**src/core/ctb_pkg.sv**
```systemverilog
// shared definitions for the time-base trigger control block
// assumes a 32-bit avalon-mm register bus clocked by sys_clk
package ctb_pkg;
    localparam logic [3:0]  CTB_OFS_CTRL      = 4'h0;
    localparam logic [3:0]  CTB_OFS_STATUS    = 4'h4;
    localparam logic [3:0]  CTB_OFS_IRQ_FLAG  = 4'h8;
    localparam logic [3:0]  CTB_OFS_IRQ_MASK  = 4'hc;
    localparam int          CTB_POS_SYNC      = 0;
    localparam int          CTB_POS_SINGLE_SHOT_TRIGGER   = 6;
    localparam int          CTB_POS_TRIGON    = 7;
    localparam int          CTB_POS_OPS       = 8;
    localparam int          CTB_POS_RETRIG    = 14;
    localparam int          CTB_POS_OSCNT     = 16;
    localparam logic [15:0] CTB_CTRL_WMASK    = 16'h4fdf;
    localparam logic [14:0] CTB_CTRL_RESET    = 15'h0000;
    localparam logic [1:0]  CTB_IRQ_RESET     = 2'h0;
    localparam int          CTB_IRQ_POST      = 0;
    localparam int          CTB_IRQ_TRIG      = 1;

    typedef struct packed {
        logic [2:0] single_shot_length_count;
        logic       retrigger_allow;
        logic [3:0] interrupt_postscale_select;
        logic       time_base_trigger_on;
        logic       single_shot_trigger;
        logic [4:0] sync_source_select;
    } ctb_ctrl_s;

    typedef enum logic [1:0] {
        CTB_IDLE = 2'b00,
        CTB_HELD = 2'b01,
        CTB_RUN  = 2'b10
    } ctb_state_e;
endpackage : ctb_pkg

```
**src/core/ctb_sync_sel.sv**
```systemverilog
// selects one of 32 sync/trigger sources and gives a one-cycle rise pulse
// assumes sources arrive from outside the domain; two flops before use
`timescale 1ns/1ps
`default_nettype none
module ctb_sync_sel
    import ctb_pkg::*;
(
    input  wire logic        sys_clk,
    input  wire logic        resetn,
    input  wire logic [31:0] src_in,
    input  wire logic [4:0]  sel,
    output logic             pulse
);
    logic [31:0] meta;
    logic [31:0] stab;
    logic        prev;
    logic        next_pulse;

    always_comb begin
        next_pulse = stab[sel] & ~prev;
    end

    always_ff @(posedge sys_clk or negedge resetn) begin
        if (!resetn) begin
            meta  <= 32'h0;
            stab  <= 32'h0;
            prev  <= 1'b0;
            pulse <= 1'b0;
        end else begin
            meta  <= src_in;
            stab  <= meta;
            prev  <= stab[sel];
            pulse <= next_pulse;
        end
    end
endmodule : ctb_sync_sel
`default_nettype wire

```
**src/core/ctb_time_base_trigger_ctrl.sv**
```systemverilog
// time-base trigger, retrigger, one-shot and interrupt postscaler control
// assumes period_match is a one-cycle pulse on sys_clk from the time base
`timescale 1ns/1ps
`default_nettype none
module ctb_time_base_trigger_ctrl
    import ctb_pkg::*;
(
    input  wire logic        sys_clk,
    input  wire logic        resetn,
    input  wire logic [3:0]  avs_address,
    input  wire logic        avs_read,
    input  wire logic        avs_write,
    input  wire logic [31:0] avs_writedata,
    input  wire logic [3:0]  avs_byteenable,
    output logic [31:0]      avs_readdata,
    output logic             avs_waitrequest,
    input  wire logic [31:0] sync_src_in,
    input  wire logic        period_match,
    output logic             time_base_run,
    output logic             time_base_reset,
    output logic             unit_irq_pulse,
    output logic             irq
);
    ctb_ctrl_s   ctrl;
    ctb_ctrl_s   next_ctrl;
    ctb_state_e  state;
    ctb_state_e  next_state;
    logic [3:0]  post_cnt;
    logic [3:0]  next_post_cnt;
    logic [2:0]  shot_cnt;
    logic [2:0]  next_shot_cnt;
    logic [1:0]  irq_flag;
    logic [1:0]  next_irq_flag;
    logic [1:0]  irq_mask;
    logic [1:0]  next_irq_mask;
    logic        ack;
    logic        next_ack;
    logic        next_waitrequest;
    logic [31:0] next_readdata;
    logic        next_run;
    logic        next_tb_reset;
    logic        next_unit_irq;
    logic        next_irq;
    logic        trig;
    logic        wr_hit;
    logic        post_fire;
    logic        trig_taken;

    ctb_sync_sel u_sel (
        .sys_clk (sys_clk),
        .resetn  (resetn),
        .src_in  (sync_src_in),
        .sel     (ctrl.sync_source_select),
        .pulse   (trig)
    );

    // bus: one wait cycle, answer on the second edge of each request
    // waitrequest idles high so it can come straight from a flop
    // writes land on the completion edge, where waitrequest is seen low
    always_comb begin
        next_ack      = (avs_read | avs_write) & ~ack;
        next_waitrequest = ~next_ack;
        wr_hit        = avs_write & ack;
        next_ctrl     = ctrl;
        next_irq_mask = irq_mask;
        next_readdata = avs_readdata;
        if (wr_hit && avs_address == CTB_OFS_CTRL) begin
            if (avs_byteenable[0]) begin
                next_ctrl.sync_source_select  = avs_writedata[CTB_POS_SYNC +: 5];
                next_ctrl.single_shot_trigger = avs_writedata[CTB_POS_SINGLE_SHOT_TRIGGER];
                next_ctrl.time_base_trigger_on = avs_writedata[CTB_POS_TRIGON];
            end
            if (avs_byteenable[1]) begin
                next_ctrl.interrupt_postscale_select = avs_writedata[CTB_POS_OPS +: 4];
                next_ctrl.retrigger_allow            = avs_writedata[CTB_POS_RETRIG];
            end
            if (avs_byteenable[2]) begin
                next_ctrl.single_shot_length_count = avs_writedata[CTB_POS_OSCNT +: 3];
            end
        end
        if (wr_hit && avs_address == CTB_OFS_IRQ_MASK && avs_byteenable[0]) begin
            next_irq_mask = avs_writedata[1:0];
        end
        if (avs_read && !ack) begin
            case (avs_address)
                CTB_OFS_CTRL: next_readdata = {13'h0, ctrl.single_shot_length_count,
                    1'b0, ctrl.retrigger_allow, 2'b00, ctrl.interrupt_postscale_select,
                    ctrl.time_base_trigger_on, ctrl.single_shot_trigger, 1'b0,
                    ctrl.sync_source_select} & {13'h0, 3'h7, CTB_CTRL_WMASK};
                CTB_OFS_STATUS:   next_readdata = {24'h0, 2'b00, state, 1'b0, shot_cnt};
                CTB_OFS_IRQ_FLAG: next_readdata = {30'h0, irq_flag};
                CTB_OFS_IRQ_MASK: next_readdata = {30'h0, irq_mask};
                default:          next_readdata = 32'h0;
            endcase
        end
    end

    // trigger state machine
    always_comb begin
        next_state    = state;
        next_shot_cnt = shot_cnt;
        next_tb_reset = 1'b0;
        trig_taken    = 1'b0;
        case (state)
            CTB_IDLE: begin
                next_state = ctrl.time_base_trigger_on ? CTB_HELD : CTB_RUN;
            end
            CTB_HELD: begin
                if (!ctrl.time_base_trigger_on) begin
                    next_state = CTB_RUN;
                end else if (trig) begin
                    next_state    = CTB_RUN;
                    next_tb_reset = 1'b1;
                    trig_taken    = 1'b1;
                    next_shot_cnt = ctrl.single_shot_length_count;
                end
            end
            CTB_RUN: begin
                if (!ctrl.time_base_trigger_on) begin
                    // arming triggers stops a free run until the next trigger
                    if (next_ctrl.time_base_trigger_on) begin
                        next_state = CTB_HELD;
                    end
                end else begin
                    if (trig && ctrl.retrigger_allow) begin
                        next_tb_reset = 1'b1;
                        trig_taken    = 1'b1;
                        next_shot_cnt = ctrl.single_shot_length_count;
                    end else if (ctrl.single_shot_trigger && period_match) begin
                        // one-shot: length count plus one period ends, then hold again
                        if (shot_cnt == 3'h0) begin
                            next_state = CTB_HELD;
                        end else begin
                            next_shot_cnt = shot_cnt - 3'h1;
                        end
                    end
                end
            end
            default: next_state = CTB_IDLE;
        endcase
        next_run = (next_state == CTB_RUN);
    end

    // postscaler and interrupt
    always_comb begin
        post_fire     = period_match && (post_cnt >= ctrl.interrupt_postscale_select);
        next_post_cnt = post_cnt;
        if (period_match) begin
            next_post_cnt = post_fire ? 4'h0 : post_cnt + 4'h1;
        end
        next_unit_irq = post_fire;
        next_irq_flag = irq_flag;
        if (wr_hit && avs_address == CTB_OFS_IRQ_FLAG && avs_byteenable[0]) begin
            next_irq_flag = irq_flag & ~avs_writedata[1:0];
        end
        // set wins over a simultaneous clear
        if (post_fire) next_irq_flag[CTB_IRQ_POST] = 1'b1;
        if (trig_taken) next_irq_flag[CTB_IRQ_TRIG] = 1'b1;
        next_irq = |(next_irq_flag & next_irq_mask);
    end

    always_ff @(posedge sys_clk or negedge resetn) begin
        if (!resetn) begin
            ctrl            <= CTB_CTRL_RESET;
            state           <= CTB_IDLE;
            post_cnt        <= 4'h0;
            shot_cnt        <= 3'h0;
            irq_flag        <= CTB_IRQ_RESET;
            irq_mask        <= CTB_IRQ_RESET;
            ack             <= 1'b0;
            avs_waitrequest <= 1'b1;
            avs_readdata    <= 32'h0;
            time_base_run   <= 1'b0;
            time_base_reset <= 1'b0;
            unit_irq_pulse  <= 1'b0;
            irq             <= 1'b0;
        end else begin
            ctrl            <= next_ctrl;
            state           <= next_state;
            post_cnt        <= next_post_cnt;
            shot_cnt        <= next_shot_cnt;
            irq_flag        <= next_irq_flag;
            irq_mask        <= next_irq_mask;
            ack             <= next_ack;
            avs_waitrequest <= next_waitrequest;
            avs_readdata    <= next_readdata;
            time_base_run   <= next_run;
            time_base_reset <= next_tb_reset;
            unit_irq_pulse  <= next_unit_irq;
            irq             <= next_irq;
        end
    end

    postscale_fire_a: assert property (@(posedge sys_clk) disable iff (!resetn)
        period_match && post_cnt == ctrl.interrupt_postscale_select |=> unit_irq_pulse)
        else $error("postscaler missed its match");
    postscale_quiet_a: assert property (@(posedge sys_clk) disable iff (!resetn)
        unit_irq_pulse |-> $past(period_match))
        else $error("interrupt without period match");
    trig_hold_a: assert property (@(posedge sys_clk) disable iff (!resetn)
        state == CTB_HELD && ctrl.time_base_trigger_on && !trig |=> !time_base_run)
        else $error("time base ran without trigger");
    trig_start_a: assert property (@(posedge sys_clk) disable iff (!resetn)
        state == CTB_HELD && ctrl.time_base_trigger_on && trig |=> time_base_run && time_base_reset)
        else $error("trigger did not start time base");
    free_run_a: assert property (@(posedge sys_clk) disable iff (!resetn)
        state != CTB_IDLE && !ctrl.time_base_trigger_on ##1 !ctrl.time_base_trigger_on
        |-> time_base_run)
        else $error("time base not free running");
    no_retrig_a: assert property (@(posedge sys_clk) disable iff (!resetn)
        state == CTB_RUN && !ctrl.retrigger_allow |=> !time_base_reset)
        else $error("retrigger not ignored");
    shot_load_a: assert property (@(posedge sys_clk) disable iff (!resetn)
        trig_taken |=> shot_cnt == $past(ctrl.single_shot_length_count))
        else $error("one-shot length not loaded");
    shot_end_a: assert property (@(posedge sys_clk) disable iff (!resetn)
        state == CTB_RUN && ctrl.time_base_trigger_on && ctrl.single_shot_trigger
        && period_match && shot_cnt == 3'h0 && !trig |=> state == CTB_HELD)
        else $error("one-shot did not end");
    irq_level_a: assert property (@(posedge sys_clk) disable iff (!resetn)
        irq == |(irq_flag & irq_mask))
        else $error("interrupt level wrong");

    trig_run_c: cover property (@(posedge sys_clk) disable iff (!resetn)
        state == CTB_HELD ##1 state == CTB_RUN);
    retrig_c: cover property (@(posedge sys_clk) disable iff (!resetn)
        state == CTB_RUN && time_base_reset);
    single_shot_trigger_c: cover property (@(posedge sys_clk) disable iff (!resetn)
        state == CTB_RUN && ctrl.single_shot_trigger ##1 state == CTB_HELD);
    irq_c: cover property (@(posedge sys_clk) disable iff (!resetn) irq);
endmodule : ctb_time_base_trigger_ctrl
`default_nettype wire

```
**config.mk**
```make
export PLATFORM = sky130hd
export DESIGN_NAME = ctb_time_base_trigger_ctrl
export DESIGN_NICKNAME = d
export VERILOG_FILES = /design/src/core/ctb_pkg.sv /design/src/core/ctb_sync_sel.sv /design/src/core/ctb_time_base_trigger_ctrl.sv
export SDC_FILE = /design/constraint.sdc
export NUM_CORES = 1
export LEC_CHECK = 0
export ABC_AREA = 1
export BUFFER_PORTS_ARGS = -buffer_cell sky130_fd_sc_hd__buf_4
export CORE_ASPECT_RATIO = 2
export CORE_MARGIN = 10
export CORE_UTILIZATION = 40
export CTS_CLUSTER_DIAMETER = 80
export DETAILED_ROUTE_END_ITERATION = 6
export HOLD_SLACK_MARGIN = 0.06
export MAX_ROUTING_LAYER = met4
export PLACE_DENSITY_LB_ADDON = 0.05
export SYNTH_ARGS = -nofsm -noshare
export SYNTH_HDL_FRONTEND = slang
export SYNTH_SLANG_ARGS = --single-unit
export TNS_END_PERCENT = 30
```
**constraint.sdc**
```tcl
create_clock -name sys_clk -period 2.6 [get_ports sys_clk]
set_input_delay 0.39 -clock sys_clk [delete_from_list [all_inputs] [get_ports sys_clk]]
set_output_delay 0.39 -clock sys_clk [all_outputs]
set_load 0.02 [all_outputs]
```
==> metrics <==
Fin Setup TNS=0 ns; Layout Nets=600; worst endpoint data arrival time=1.97 ns; outcome=complete, no violations; largest net degree at the start of global routing=67; clock buffer depth=2; Final ANT Viol Nets=0; max_cap viols=0; global-route wire length before repair=16.1 mm; dpl hpwl=7.26 mm; Final Hold Violating Endpoints=0; sequential share of the synthesized area=64.6%; port buffer count=79; DR vias=3045; setup violators final=0; met2 WL=5.37 mm; unrepaired setup endpoints after global routing=no; # rows=54; Die X=95.0 um; Cell Area, Synth=0.00449 mm^2; async set or reset register ratio after synthesis=100%; Pleak=2.97 nW; Slew @ Worst Pin=0.707 ns; total wire length=9.61 mm; Yosys top cell area share=64.0%; Worst setup SP type=register; max-slew violations=0; initial DRC count=96; most frequent cells in the layout=dfrtp_1, nand2_1, buf_4; CP Data Required Time=2.87 ns; Final min period=1.71 ns; area leader, netlist=dfrtp_1; fraction of layout instances using a drive strength above 1=25.5%; CTS HTree Levels=4; antenna violations before repair=0; Primary FF master, synth=dfrtp_1; met3 WL post-DR=509 um; Worst Setup Path Type=reg -> reg; final worst-path cycle share=65.6%; metal1 wirelength=3.43 mm; Tot GR Track Use=13.3%; vias in the first global route=3416; Slew HR=52.9%; Die Y=170 um; Die ar.=0.0161 mm^2; Core Box Area=0.0109 mm^2; CTS Buf Count=17; buffer count from post-CTS setup fixing=0; Post-synth EDFFs=0; Syn-to-layout area delta=29.0%; Detailed Routing Iterations Pass 1=5; Hold Path Class=in -> reg; crit path capture type=register; Max Fclk=586 MHz; DR vias/cell=4.58; clk slew on worst S/H paths=0.06 ns; Final Wtd Congestion=0.857; Critical Path Fanout Max=7; synthesized flop and latch total=116; Post-Synthesis Cells=418; ANT cells=0; Skew-Pair Late Insertion Delay=0.40 ns; Residual DRC=0; Top Layer Used=met4; CTS hold repair buffers=1; Yosys warnings=0; commonest non-fill, non-tap cell in the layout=dfrtp_1; Synth cell types=35; initial core utilization=41.1%; GRT overflow=0; synth top area cells=dfrtp_1, nand2_1, nand3_1; Root Driver=clkbuf_16; synthesized area per cell=10.8 um^2; CTS tree=yes; Power Dens Cells=942 mW/mm^2; Clock Sinks=116; io pins=114; final core utilization=52.9%; CTS resizes=0; Final Skew=0.00927 ns; worst vdd ir=0.575 mV; DR WL/cell=14.4 um
-- cells in the mapped netlist, types with 2 or more instances --
cell and count:
nor2_2 3, o22ai_1 3, nor2_4 2, buf_4 16
inv_2 2, ha_1 11, mux2_4 3, nand2_4 2
nand3_1 41, o21ai_0 24, o31ai_1 2, nor2_1 16
buf_2 3, xor2_1 2, dfrtp_1 115, buf_6 3
a21oi_1 12, o21ai_2 2, nand4_1 3, nand2_1 104
inv_1 35
-- metal layers --
metal,track usage (%),up-vias
met5,-,-
met4,7.46,0
met3,4.05,18
met2,23.2,80
met1,12.6,1445
li1,-,1502
-- power breakdown --
group	switching (W)	total [W]	internal, W
logic	0.000561	0.000934	0.000374
registers	0.000154	0.00218	0.00203
clock network	0.000828	0.00234	0.00152
total	0.00154	0.00546	0.00392
-- worst max-delay path, cell delays in order (launching register included) --
cell and delay [ns]:
dfrtp_1 0.39, inv_1 0.14, ha_1 0.26, nand2_1 0.19, o21ai_0 0.22, inv_1 0.13
o211ai_1 0.11, o21ai_0 0.12
-- worst paths after layout --
check	start	to	slack [ns]	cells past startpoint
min in group asynchronous	resetn	ctrl[13]	0.46	2
worst max register to register	state[0]	shot_cnt[2]	0.89	7
worst min-delay path	sync_src_in[12]	u_sel.meta[12]	0.09	1
max in group asynchronous	resetn	avs_waitrequest	1.44	3
worst max-delay path	state[0]	shot_cnt[2]	0.89	7
worst min register to register	u_sel.meta[25]	u_sel.stab[25]	0.34	0
-- sequential cells by signal (all words and copies together), names as in the netlist --
signal and flops:
u_sel.pulse 1, ack 1, u_sel.stab 32, time_base_run 1, unit_irq_pulse 1, time_base_reset 1
post_cnt 4, shot_cnt 3, u_sel.prev 1, irq 1, irq_flag 2, avs_waitrequest 1
avs_readdata 16, irq_mask 2, ctrl 15, state 2, u_sel.meta 32
-- area by class of cell --
class	count	area, um^2
clock buffers	18	429
clock inverters	14	176
fillers	1009	5150
inverters	38	150
multi-input cells	256	1320
flip-flops and latches	116	2900
well taps	140	175
repair buffers	83	638
-- per-stage QoR --
step,std cells,power (W),worst slack (ns),instance area (um^2),hold slack [ns]
2_1_floorplan,433,0.00283,1.20,4550,0.0944
4_1_cts,665,0.00554,0.911,5800,0.0651
3_3_place_gp,632,0.00314,0.928,5180,0.333
6_report,665,0.00546,0.895,5800,0.0862
5_1_grt,665,0.00579,0.738,5800,0.0632
3_5_place_dp,632,0.00316,0.890,5180,0.335
-- kinds of logic after synthesis --
kind of cell,Yosys count,share of synthesized area (%)
other cells,1,0.0834
simple gates,177,17.7
flops,116,64.6
mux,3,1.00
fa+ha+maj,11,3.06
buf+inv,61,7.21
xor+xnor,2,0.390
compound gates,47,5.90
(Power assumes the default switching activity.)
